**src/hw/pcs_clock_defs.vh**
```
// Register map, field positions, reset values and counts of the clock start-up control
`ifndef PCS_CLOCK_DEFS_VH
`define PCS_CLOCK_DEFS_VH

// Register byte offsets
`define PCS_REG_PLL_CS 4'h0
`define PCS_REG_SLEEP 4'h4
`define PCS_REG_CONV 4'h8
`define PCS_REG_STATUS 4'hC

// Control and status fields
`define PCS_BIT_IRQ_EN 0
`define PCS_BIT_IRQ_FLAG 1
`define PCS_BIT_LOCK 4
`define PCS_BIT_SW_EN 5
`define PCS_BIT_SLEEP_GO 8
`define PCS_BIT_CONV_SRC 0
`define PCS_BIT_RUN 8
`define PCS_BIT_PLL_ON 9
`define PCS_BIT_RATIO_OK 10

// Sleep modes
`define PCS_SM_ACTIVE 3'h0
`define PCS_SM_IDLE 3'h1
`define PCS_SM_ADC_QUIET 3'h2
`define PCS_SM_POWER_SAVE 3'h3
`define PCS_SM_POWER_DOWN 3'h4

// Reset values
`define PCS_RST_WORD 32'h0000_0000
`define PCS_RST_MODE 3'h0

// Dividers and start-up counts
`define PCS_PLL_MULT 8'h70
`define PCS_ADC_DIV 28
`define PCS_LOCK_DIV 2
`define PCS_WAKE_RC_CYCLES 16'h0002
`define PCS_WAKE_SYS_CYCLES 16'h0006
`define PCS_RESET_SYS_CYCLES 16'h000E
`define PCS_ULP_BASE_CYCLES 2048
`define PCS_ULP_TEST_CYCLES 16

`endif

```
**src/hw/pcs_tick_div.v**
```verilog
// Divide a stream of one-cycle ticks by a fixed ratio
`timescale 1ns/10ps
module pcs_tick_div #(
  parameter DIV = 2,
  parameter W = 5
) (
  // Clock and reset
  input wire clk,
  input wire arst_n,
  // Tick stream
  input wire tickIn,
  input wire clear,
  output reg tickOut
);

  reg [W-1:0] count;

  // Count incoming ticks, emit one per DIV
  always @(posedge clk or negedge arst_n) begin
    if (!arst_n) begin
      count <= {W{1'b0}};
      tickOut <= 1'b0;
    end else if (clear) begin
      count <= {W{1'b0}};
      tickOut <= 1'b0;
    end else begin
      tickOut <= 1'b0;
      if (tickIn) begin
        if (count == DIV[W-1:0] - 1'b1) begin
          count <= {W{1'b0}};
          tickOut <= 1'b1;
        end else begin
          count <= count + 1'b1;
        end
      end
    end
  end

endmodule // pcs_tick_div

```
**src/hw/pcs_clock_ctrl.v**
```verilog
// Clock distribution, PLL lock handling and start-up sequencing
`timescale 1ns/10ps
`include "pcs_clock_defs.vh"
module pcs_clock_ctrl #(
  parameter ULP_BASE = `PCS_ULP_BASE_CYCLES,
  parameter ULP_TEST = `PCS_ULP_TEST_CYCLES
) (
  // Clock and reset
  input wire clk,
  input wire arst_n,
  // Avalon-MM slave
  input wire [3:0] avsAddress,
  input wire avsRead,
  input wire avsWrite,
  input wire [31:0] avsWriteData,
  output reg [31:0] avsReadData,
  output reg avsWaitRequest,
  // Oscillator levels, sampled on clk
  input wire pllClkIn,
  input wire slowRcIn,
  input wire ulpRcIn,
  input wire pllLock,
  // Fuse strap and wake sources
  input wire [1:0] startupTimeSelect,
  input wire wakeEvent,
  input wire extIrqAsync,
  input wire irqServiced,
  // Domain ticks and status
  output reg cpuTick,
  output reg ioTick,
  output reg flashTick,
  output reg adcTick,
  output reg wdtTick,
  output reg wutTick,
  output reg pllEnable,
  output reg cpuRun,
  output reg settleChangeIrq
);

  // Sequencer states
  localparam ST_RST_ULP = 3'd0;
  localparam ST_RST_SYS = 3'd1;
  localparam ST_RUN = 3'd2;
  localparam ST_SLEEP = 3'd3;
  localparam ST_WAKE_RC = 3'd4;
  localparam ST_WAKE_SYS = 3'd5;

  reg [2:0] state;
  reg [2:0] next_state;
  reg [15:0] count;
  reg [15:0] next_count;
  reg pllPrev;
  reg slowPrev;
  reg ulpPrev;
  reg lockReg;
  reg lockPrev;
  reg swEnable;
  reg settleChangeIrqEnable;
  reg settleChangeIrqFlag;
  reg converterSourceSelect;
  reg [2:0] sleepMode;
  reg [1:0] startupSel;
  reg strapTaken;
  reg [7:0] ratioCount;
  reg ratioOk;
  wire pllEdge;
  wire slowEdge;
  wire ulpEdge;
  wire halfTick;
  wire adcDivTick;
  wire sysTick;
  wire accept;
  wire wrPllCs;
  wire wrSleep;
  wire lockChange;
  wire wakeReq;
  wire deepSleep;
  reg [15:0] ulpTarget;
  reg [31:0] readWord;

  // Rising edges of the sampled oscillator levels
  assign pllEdge = pllClkIn & ~pllPrev;
  assign slowEdge = slowRcIn & ~slowPrev;
  assign ulpEdge = ulpRcIn & ~ulpPrev;

  always @(posedge clk or negedge arst_n) begin
    if (!arst_n) begin
      pllPrev <= 1'b0;
      slowPrev <= 1'b0;
      ulpPrev <= 1'b0;
      lockReg <= 1'b0;
      lockPrev <= 1'b0;
    end else begin
      pllPrev <= pllClkIn;
      slowPrev <= slowRcIn;
      ulpPrev <= ulpRcIn;
      lockReg <= pllLock;
      lockPrev <= lockReg;
    end
  end

  // Halved PLL clock used until lock
  pcs_tick_div #(
    .DIV(`PCS_LOCK_DIV),
    .W(2)
  ) uHalf (
    .clk(clk),
    .arst_n(arst_n),
    .tickIn(pllEdge),
    .clear(1'b0),
    .tickOut(halfTick)
  );

  // Fixed converter prescaler off the PLL
  pcs_tick_div #(
    .DIV(`PCS_ADC_DIV),
    .W(5)
  ) uAdcDiv (
    .clk(clk),
    .arst_n(arst_n),
    .tickIn(pllEdge),
    .clear(1'b0),
    .tickOut(adcDivTick)
  );

  // Halved rate is a registered tick, so the full rate is delayed to match
  reg pllEdgeDly;
  always @(posedge clk or negedge arst_n) begin
    if (!arst_n) begin
      pllEdgeDly <= 1'b0;
    end else begin
      pllEdgeDly <= pllEdge;
    end
  end
  assign sysTick = lockReg ? pllEdgeDly : halfTick;

  // Reference ratio check: PLL edges per slow RC period
  always @(posedge clk or negedge arst_n) begin
    if (!arst_n) begin
      ratioCount <= 8'h00;
      ratioOk <= 1'b0;
    end else if (slowEdge) begin
      ratioCount <= {7'h00, pllEdge}; // Edge in this cycle opens the new window
      ratioOk <= (ratioCount == `PCS_PLL_MULT);
    end else if (pllEdge && ratioCount != 8'hFF) begin
      ratioCount <= ratioCount + 8'h01;
    end
  end

  // Strap captured once after reset release, held afterwards
  always @(posedge clk or negedge arst_n) begin
    if (!arst_n) begin
      startupSel <= 2'b00;
      strapTaken <= 1'b0;
    end else if (!strapTaken) begin
      startupSel <= startupTimeSelect;
      strapTaken <= 1'b1;
    end
  end

  // Real-time reset delay in ULP cycles; 00 is a short test setting
  always @* begin
    case (startupSel)
      2'b01: ulpTarget = ULP_BASE[15:0];
      2'b10: ulpTarget = {ULP_BASE[14:0], 1'b0};
      2'b11: ulpTarget = {ULP_BASE[13:0], 2'b00};
      default: ulpTarget = ULP_TEST[15:0];
    endcase
  end

  assign deepSleep = (sleepMode == `PCS_SM_POWER_SAVE) || (sleepMode == `PCS_SM_POWER_DOWN);
  // Async interrupt inputs are watched on clk, not on the gated I/O tick
  assign wakeReq = wakeEvent | extIrqAsync;

  // Bus handshake: one wait cycle, then the access completes
  assign accept = (avsRead | avsWrite) & ~avsWaitRequest;
  assign wrPllCs = accept & avsWrite & (avsAddress == `PCS_REG_PLL_CS);
  assign wrSleep = accept & avsWrite & (avsAddress == `PCS_REG_SLEEP);

  // Start-up sequencer
  always @* begin
    next_state = state;
    next_count = count;
    case (state)
      ST_RST_ULP: begin
        if (strapTaken && ulpEdge) begin
          if (count + 16'h0001 >= ulpTarget) begin
            next_state = ST_RST_SYS;
            next_count = 16'h0000;
          end else begin
            next_count = count + 16'h0001;
          end
        end
      end
      ST_RST_SYS: begin
        if (sysTick) begin
          if (count + 16'h0001 >= `PCS_RESET_SYS_CYCLES) begin
            next_state = ST_RUN;
            next_count = 16'h0000;
          end else begin
            next_count = count + 16'h0001;
          end
        end
      end
      ST_RUN: begin
        if (wrSleep && avsWriteData[`PCS_BIT_SLEEP_GO]
            && avsWriteData[2:0] != `PCS_SM_ACTIVE) begin
          next_state = ST_SLEEP;
          next_count = 16'h0000;
        end
      end
      ST_SLEEP: begin
        if (wakeReq) begin
          next_count = 16'h0000;
          if (!deepSleep) begin
            next_state = ST_RUN;
          end else if (pllEnable) begin
            next_state = ST_WAKE_SYS;
          end else begin
            next_state = ST_WAKE_RC;
          end
        end
      end
      ST_WAKE_RC: begin
        if (slowEdge) begin
          if (count + 16'h0001 >= `PCS_WAKE_RC_CYCLES) begin
            next_state = ST_WAKE_SYS;
            next_count = 16'h0000;
          end else begin
            next_count = count + 16'h0001;
          end
        end
      end
      ST_WAKE_SYS: begin
        // Counted on the core clock source, PLL lock not awaited
        if (sysTick) begin
          if (count + 16'h0001 >= `PCS_WAKE_SYS_CYCLES) begin
            next_state = ST_RUN;
            next_count = 16'h0000;
          end else begin
            next_count = count + 16'h0001;
          end
        end
      end
      default: begin
        next_state = ST_RST_ULP;
        next_count = 16'h0000;
      end
    endcase
  end

  always @(posedge clk or negedge arst_n) begin
    if (!arst_n) begin
      state <= ST_RST_ULP;
      count <= 16'h0000;
    end else begin
      state <= next_state;
      count <= next_count;
    end
  end

  // Software controls and the lock-change flag
  assign lockChange = lockReg ^ lockPrev;
  always @(posedge clk or negedge arst_n) begin
    if (!arst_n) begin
      swEnable <= 1'b0;
      settleChangeIrqEnable <= 1'b0;
      settleChangeIrqFlag <= 1'b0;
      converterSourceSelect <= 1'b0;
      sleepMode <= `PCS_RST_MODE;
    end else begin
      if (wrPllCs) begin
        swEnable <= avsWriteData[`PCS_BIT_SW_EN];
        settleChangeIrqEnable <= avsWriteData[`PCS_BIT_IRQ_EN];
      end
      // A lock edge in the clearing cycle keeps the flag set
      if (lockChange) begin
        settleChangeIrqFlag <= 1'b1;
      end else if ((wrPllCs && avsWriteData[`PCS_BIT_IRQ_FLAG]) || irqServiced) begin
        settleChangeIrqFlag <= 1'b0;
      end
      if (wrSleep) begin
        sleepMode <= avsWriteData[2:0];
      end
      if (accept && avsWrite && avsAddress == `PCS_REG_CONV) begin
        converterSourceSelect <= avsWriteData[`PCS_BIT_CONV_SRC];
      end
    end
  end

  // Domain clock ticks gated by sequencer state and sleep mode; watchdog and wake timer ticks run ungated
  always @(posedge clk or negedge arst_n) begin
    if (!arst_n) begin
      cpuTick <= 1'b0;
      ioTick <= 1'b0;
      flashTick <= 1'b0;
      adcTick <= 1'b0;
      wdtTick <= 1'b0;
      wutTick <= 1'b0;
      pllEnable <= 1'b1;
      cpuRun <= 1'b0;
      settleChangeIrq <= 1'b0;
    end else begin
      cpuTick <= sysTick && state == ST_RUN;
      flashTick <= sysTick && state == ST_RUN;
      ioTick <= sysTick && (state == ST_RUN
                || (state == ST_SLEEP && sleepMode == `PCS_SM_IDLE));
      // Converter source: PLL/28 by default, slow RC when selected
      adcTick <= (converterSourceSelect ? slowEdge : adcDivTick)
                 && (state == ST_RUN || (state == ST_SLEEP && !deepSleep));
      wdtTick <= ulpEdge;
      wutTick <= ulpEdge;
      // PLL off in deep sleep and during the extra slow RC wait, unless swEnable holds it on
      pllEnable <= swEnable || !((next_state == ST_SLEEP && deepSleep)
                   || next_state == ST_WAKE_RC);
      cpuRun <= next_state == ST_RUN;
      settleChangeIrq <= settleChangeIrqFlag && settleChangeIrqEnable;
    end
  end

  // Read mux; unmapped addresses read as zero
  always @* begin
    readWord = `PCS_RST_WORD;
    case (avsAddress)
      `PCS_REG_PLL_CS: begin
        readWord[`PCS_BIT_SW_EN] = swEnable;
        readWord[`PCS_BIT_LOCK] = lockReg;
        readWord[`PCS_BIT_IRQ_FLAG] = settleChangeIrqFlag;
        readWord[`PCS_BIT_IRQ_EN] = settleChangeIrqEnable;
      end
      `PCS_REG_SLEEP: readWord[2:0] = sleepMode;
      `PCS_REG_CONV: readWord[`PCS_BIT_CONV_SRC] = converterSourceSelect;
      `PCS_REG_STATUS: begin
        readWord[1:0] = startupSel;
        readWord[4:2] = state;
        readWord[`PCS_BIT_RUN] = cpuRun;
        readWord[`PCS_BIT_PLL_ON] = pllEnable;
        readWord[`PCS_BIT_RATIO_OK] = ratioOk;
      end
      default: readWord = `PCS_RST_WORD;
    endcase
  end

  // Waitrequest drops for one cycle per request
  always @(posedge clk or negedge arst_n) begin
    if (!arst_n) begin
      avsWaitRequest <= 1'b1;
      avsReadData <= `PCS_RST_WORD;
    end else begin
      if ((avsRead || avsWrite) && avsWaitRequest) begin
        avsWaitRequest <= 1'b0;
        avsReadData <= avsRead ? readWord : `PCS_RST_WORD;
      end else begin
        avsWaitRequest <= 1'b1;
      end
    end
  end

endmodule // pcs_clock_ctrl

```
**config.mk**
```make
export PLATFORM = sky130hd
export DESIGN_NAME = pcs_clock_ctrl
export DESIGN_NICKNAME = d
export VERILOG_FILES = /design/src/hw/pcs_tick_div.v /design/src/hw/pcs_clock_ctrl.v
export VERILOG_INCLUDE_DIRS = /design/src /design/src/hw
export SDC_FILE = /design/constraint.sdc
export NUM_CORES = 1
export LEC_CHECK = 0
export ABC_AREA = 1
export BUFFER_PORTS_ARGS = -buffer_cell sky130_fd_sc_hd__buf_4
export CORE_ASPECT_RATIO = 2
export CORE_MARGIN = 2
export CORE_UTILIZATION = 54
export DETAILED_ROUTE_END_ITERATION = 7
export GPL_TIMING_DRIVEN = 0
export PLACE_DENSITY_LB_ADDON = 0.08
export SYNTH_ARGS = -nofsm -noshare
export SYNTH_HDL_FRONTEND = slang
export SYNTH_SLANG_ARGS = --single-unit
```
**constraint.sdc**
```tcl
create_clock -name clk -period 2.7 [get_ports clk]
set_input_delay 0.405 -clock clk [delete_from_list [all_inputs] [get_ports clk]]
set_output_delay 0.405 -clock clk [all_outputs]
set_load 0.05 [all_outputs]
```
# Yosys cells after proc, flatten, opt, wreduce, memory -nomap -nowiden
# Cells that the tools add are included.
dict set report totals {
  reg_bits 93
  wordCells 155
}
dict set report op_classes {
  n_addsub 4
  n_lt_le_gt_ge 4
  eq_ne 27
  mux 46
  bitwise_logic 14
  n_reduce_logical 30
}
# operator n
set op_table {}
lappend op_table {{2-to-1 mux 16 bit} 10}
lappend op_table {{one-hot mux 16 bit (6 select lines)} 1}
lappend op_table {{one-hot mux 14 bit (3 select lines)} 1}
lappend op_table {{2-to-1 mux 3 bit} 12}
lappend op_table {{one-hot mux 3 bit (6 select lines)} 1}
lappend op_table {{adder 16 x 1 -> 16 bit (second input constant)} 1}
lappend op_table {{>= comparator 16 bit} 1}
lappend op_table {{>= comparator 16 x 2 -> 1 bit (second input constant)} 1}
lappend op_table {{>= comparator 16 x 3 -> 1 bit (second input constant)} 1}
lappend op_table {{>= comparator 16 x 4 -> 1 bit (second input constant)} 1}
lappend op_table {{2-to-1 mux 8 bit} 2}
lappend op_table {{== test 3 x 2 -> 1 bit (second input constant)} 5}
lappend op_table {{logical AND 1 bit} 15}
lappend op_table {{== test 3 bit (second input constant)} 4}
lappend op_table {{2-to-1 mux 1 bit} 12}
lappend op_table {{!= test 2 bit (second input constant)} 6}
lappend op_table {{2-to-1 mux 11 bit} 1}
lappend op_table {{adder 8 x 1 -> 8 bit (second input constant)} 1}
lappend op_table {{== test 4 bit (second input constant)} 2}
lappend op_table {{== test 8 x 7 -> 1 bit (second input constant)} 1}
lappend op_table {{!= test 8 bit (second input constant)} 1}
lappend op_table {{AND 1 bit} 7}
lappend op_table {{logical OR 1 bit} 7}
lappend op_table {{== test 3 x 1 -> 1 bit (second input constant)} 2}
lappend op_table {{20 further kinds} 29}

# Logic depth before layout (Yosys ltp)
dict set report logic_depth {
  ltp_word 13
  ltp_mapped 20
  depth_no_buf 20
}

# Cells and area by module
# Synthesis repeated with hierarchy kept, for this count alone.
dict set report hier_totals {
  cells_unflattened 513
  hier_area_um2 4028.9
}
# mod n_inst cells_per_inst area_per_inst_um2 seq_area_each_um2
set modules_own_cells {}
lappend modules_own_cells {pcs_clock_ctrl 1 459 3604.7 1529.0}
lappend modules_own_cells {{pcs_tick_div (uAdcDiv)} 1 42 310.3 150.1}
lappend modules_own_cells {{pcs_tick_div (uHalf)} 1 12 113.9 75.1}

# Worst setup path before layout
# No wires, ideal clock.
dict set report synth_path {
  path_type {reg-to-reg}
  start {register count[0]}
  end {register count[2]}
  arrival_time_ns 2.088
  path_slack_ns 0.484
  stages_incl_launch_ff 18
  path_buffers 0
  period_less_slack_ns 2.216
  cell_sequence {dfrtp_1 > ha_1 > nand2_1 > clkinv_1 > nand3_1 > nand2_1 > ha_1 > nand2_1 > inv_1 > nand4_1 > nand3_1 > nor2_1 > nand2_1 > nand2_1 > nand3_1 > nand4_4 > nand2_8 > o21ai_2}
}
dict set report synth_between {
  elab_chain_cells 5
}
# item line_no
set synth_lines {}
lappend synth_lines {{from (decl)} pcs_clock_ctrl.v:50} ;# reg [15:0] count;
lappend synth_lines {{from (signal assigned)} pcs_clock_ctrl.v:258} ;# count <= next_count;
lappend synth_lines {{adder 16 x 1 -> 16 bit *} -}
lappend synth_lines {{>= comparator 16 x 3 -> 1 bit (no line), or another cell as far along} -}
lappend synth_lines {{2-to-1 mux 16 bit, on equally long branches (2 in series)} -}
lappend synth_lines {{one-hot mux 16 bit (6 select lines) *} pcs_clock_ctrl.v:184} ;# case (state)
# Every way passes the cells marked *; elsewhere a longest branch is shown, timed or not. The select of a mux whose other input is x is not followed.
# A chain may end at the register's enable or synchronous reset.

# Worst setup path after layout
dict set report layout_path {
  start {register count[0]}
  end {register count[11]}
}
# The elaborated chain is that of the path after synthesis.

==> impl_metrics.env <==
export IMPL_relSlewSlack_pct=42.8
export IMPL_final_design_area_no_fill_um2=4760
export IMPL_drtIter0Drc=171
export IMPL_yosysWarnings=0
export IMPL_synth_area_per_cell_um2=8.05
export IMPL_cp_slowest_cell="dfrtp_2"
export IMPL_cts_buffers=9
export IMPL_setup_viol=0
export IMPL_powerDensity_nw_per_um2=682
export IMPL_tns_ns=0
export IMPL_place_hpwl_um=6820
export IMPL_htreeDepth=3
export IMPL_cts_root_buf="clkbuf_16"
export IMPL_port_buffers=40
export IMPL_path_cells="ha_2, nand2_1, clkinv_1, nand3_1, nand2_2, ha_1, nand2_1, inv_1, nand4_1, nand3_1, nor2_1, nand2_1, nand2_1, nand3_2, nand4_4, nand2_4, o21ai_2"
export IMPL_cp_common_cell="nand2_1"
export IMPL_wl_per_cell_um=13.4
export IMPL_cts_tree="done"
export IMPL_drcViolationCount=0
export IMPL_gp_congestion=0.851
export IMPL_cp_required_ns=2.91
export IMPL_ios=91
export IMPL_dieArea_um2=8130
export IMPL_netlist_cell_type_count=51
export IMPL_start_util_pct=55.3
export IMPL_via_count=3403
export IMPL_nFillCells=656
export IMPL_async_reset_ff_share_pct=100
export IMPL_crit_path_end_kind="flip-flop"
export IMPL_critPathMaxStageDelay_ns=0.43
export IMPL_grt_pass1_wl_um=15100
export IMPL_grt_pass1_vias=3389
export IMPL_area_growth_pct=19.5
export IMPL_path_class="flip-flop to flip-flop"
export IMPL_seq_area_frac_synth_pct=44.0
export IMPL_maxSlewViolCount=0
export IMPL_max_cap_violations=0
export IMPL_fmax_mhz=398
export IMPL_r2r_setup_slack_ns=0.19
export IMPL_clockBufferDepth=2
export IMPL_min_period_ns=2.51
export IMPL_wl_um=8880
export IMPL_placed_area_um2=4480
export IMPL_worstReg2RegStart="count[0]$_DFFE_PN0P_"
export IMPL_fin_crit_sh_pct=93.0
export IMPL_multi_input_area_um2=1860
export IMPL_synth_flop_cell="dfrtp_1"
export IMPL_rows=44
export IMPL_cts_resized=0
export IMPL_regToRegEndpoint="count[11]$_DFFE_PN0P_"
export IMPL_detail_route_antenna_nets=0
export IMPL_cts_setup_buffers=0
export IMPL_drt_pass1_iterations=4
export IMPL_synth_edf_count=0
export IMPL_worst_slew_pin_slew_ns=0.858
export IMPL_synth_area_um2=3990
export IMPL_crit_path_start_kind="flip-flop"
export IMPL_core_area_um2=7210
export IMPL_cp_arrival_ns=2.72
export IMPL_instances_no_fill=665
export IMPL_hold_path_class="input pin to async pin"
export IMPL_clock_skew_ns=0.00474
export IMPL_groute_usage_overall_pct=24.1
export IMPL_drive_gt1_share_pct=22.0
export IMPL_via_per_inst=5.12
export IMPL_yosysTopAreaCellShare_pct=42.7
export IMPL_clock_sinks=70
export IMPL_synth_top_area_cell="dfrtp_1"
export IMPL_grt_antenna_before_repair=0
export IMPL_crit_family="simple AND/OR/NAND/NOR gates"
export IMPL_ys_ff_latch=70
export IMPL_ctsHoldBuffers=0
export IMPL_seqCellArea_um2=1760
export IMPL_antennaDiodeCount=0
export IMPL_layout_nets=626
export IMPL_cts_clk_slew_worst_paths_ns=0.05
export IMPL_final_util_pct=66.0
export IMPL_p_leak_nw=2.48
export IMPL_reg2regPathDepth=17
export IMPL_worst_path_buf_inv=2
export IMPL_overflow=0
export IMPL_placed_cells=649
export IMPL_clock_latency_ns=0.33
export IMPL_die_w_um=64.8
export IMPL_synthCells=495
export IMPL_grt_max_degree=71
export IMPL_synth_area_leaders="dfrtp_1 (43%), nand2_1 (10%), inv_1 (6.4%), buf_4 (4.7%), nor2_1 (4.5%)"
export IMPL_dieHeight_um=126
export IMPL_hold_violations=0
export IMPL_cp_max_fo=6
export IMPL_rsz0062_at_grt="no"
export IMPL_ir_drop_mv=0.477
export IMPL_status="complete, no violations"
where the power goes:
part | internal (W) | switching, W | total [W]
Combinational | 0.000295 | 0.000639 | 0.000934
Sequential | 0.00118 | 0.000118 | 0.00129
Clock | 0.000608 | 0.000410 | 0.00102
flip-flops by register name, summed over array words and instances (netlist names), 2 cells and up:
name / flops
startupSel: 2
ratioCount: 8
sleepMode: 3
count: 16
state: 3
uHalf.count: 2
uAdcDiv.count: 5
avsReadData: 9
synth_stat cells (2+ instances only):
master and n:
o21bai_1 2, nor3_1 11, dfstp_2 2, a211oi_1 3
xnor2_1 2, nor2_4 5, nand2_1 107, nand4_1 14
o21ai_2 12, clkinv_1 2, a22o_1 3, nand3_1 34
o21ai_0 19, a21oi_1 13, buf_4 25, nor3_2 3
nand3b_1 2, conb_1 2, nand2_2 4, nor2_1 48
ha_1 8, o21ai_1 4, dfrtp_1 68, nand3_2 2
o22ai_1 2, nand2_4 2, inv_2 4, inv_1 68
clkbuf_1 2
metrics by stage:
step | hold WS [ns] | setup WS [ns] | power, W
2_1_floorplan | 0.109 | 0.484 | 0.00197
3_3_place_gp | 0.404 | 0.139 | 0.00218
3_5_place_dp | 0.402 | 0.147 | 0.00220
4_1_cts | 0.172 | 0.130 | 0.00323
5_1_grt | 0.171 | 0.0234 | 0.00343
6_report | 0.177 | 0.190 | 0.00325
worst max-delay path by stage:
stage                               startpoint  slack (ns)               endpoint  cells after the start
after floorplan           count[0]$_DFFE_PN0P_        0.48   count[2]$_DFFE_PN0P_                     17
after global placement    count[0]$_DFFE_PN0P_        0.14   count[2]$_DFFE_PN0P_                     17
after detailed placement  count[0]$_DFFE_PN0P_        0.15   count[2]$_DFFE_PN0P_                     17
after CTS                 count[0]$_DFFE_PN0P_        0.13   count[2]$_DFFE_PN0P_                     17
after global routing      count[0]$_DFFE_PN0P_        0.02  count[11]$_DFFE_PN0P_                     17
final                     count[0]$_DFFE_PN0P_        0.19  count[11]$_DFFE_PN0P_                     17
cells in the final DEF, fill, tap and decap left out, drive strengths merged, types with 3 or more instances in the layout:
cell,n
nand2,115
inv,72
dfrtp,68
buf,66
nor2,55
nand3,36
o21ai,35
conb,24
nand4,15
nor3,14
a21oi,13
clkbuf,12
ha,8
clkinv,6
a22o,3
a211oi,3
per-layer routing:
layer	up-vias	global-route usage, %	wire [um]
li1	1708	-	-
met3	27	5.40	294
met2	64	44.5	5030
met1	1604	24.5	3180
met4	0	12.0	374
met5	-	0	0
kinds of logic (layout without fill, tap and decap cells):
logic type,after synthesis,after routing,share of synthesized area (%)
adders and majority gates,8,8,2.51
and+or+nand+nor,241,242,29.3
other,2,24,0.188
muxes,1,1,0.282
DFF,70,70,44.0
buffers and inverters,102,157,12.0
AOI/OAI and AO/OA,68,68,11.0
xor gates and xnor gates,3,3,0.659
layout make-up:
type                            instances  share of cell area [%]
Multi-Input combinational cell        346                    39.0
Inverter                               74                    5.83
Tap cell                               92                    2.42
Clock inverter                          5                   0.578
Timing Repair Buffer                   40                    6.30
Buffer                                 28                    4.20
Sequential cell                        70                    36.9
Clock buffer                           10                    4.81
(Power assumes the default switching activity.)
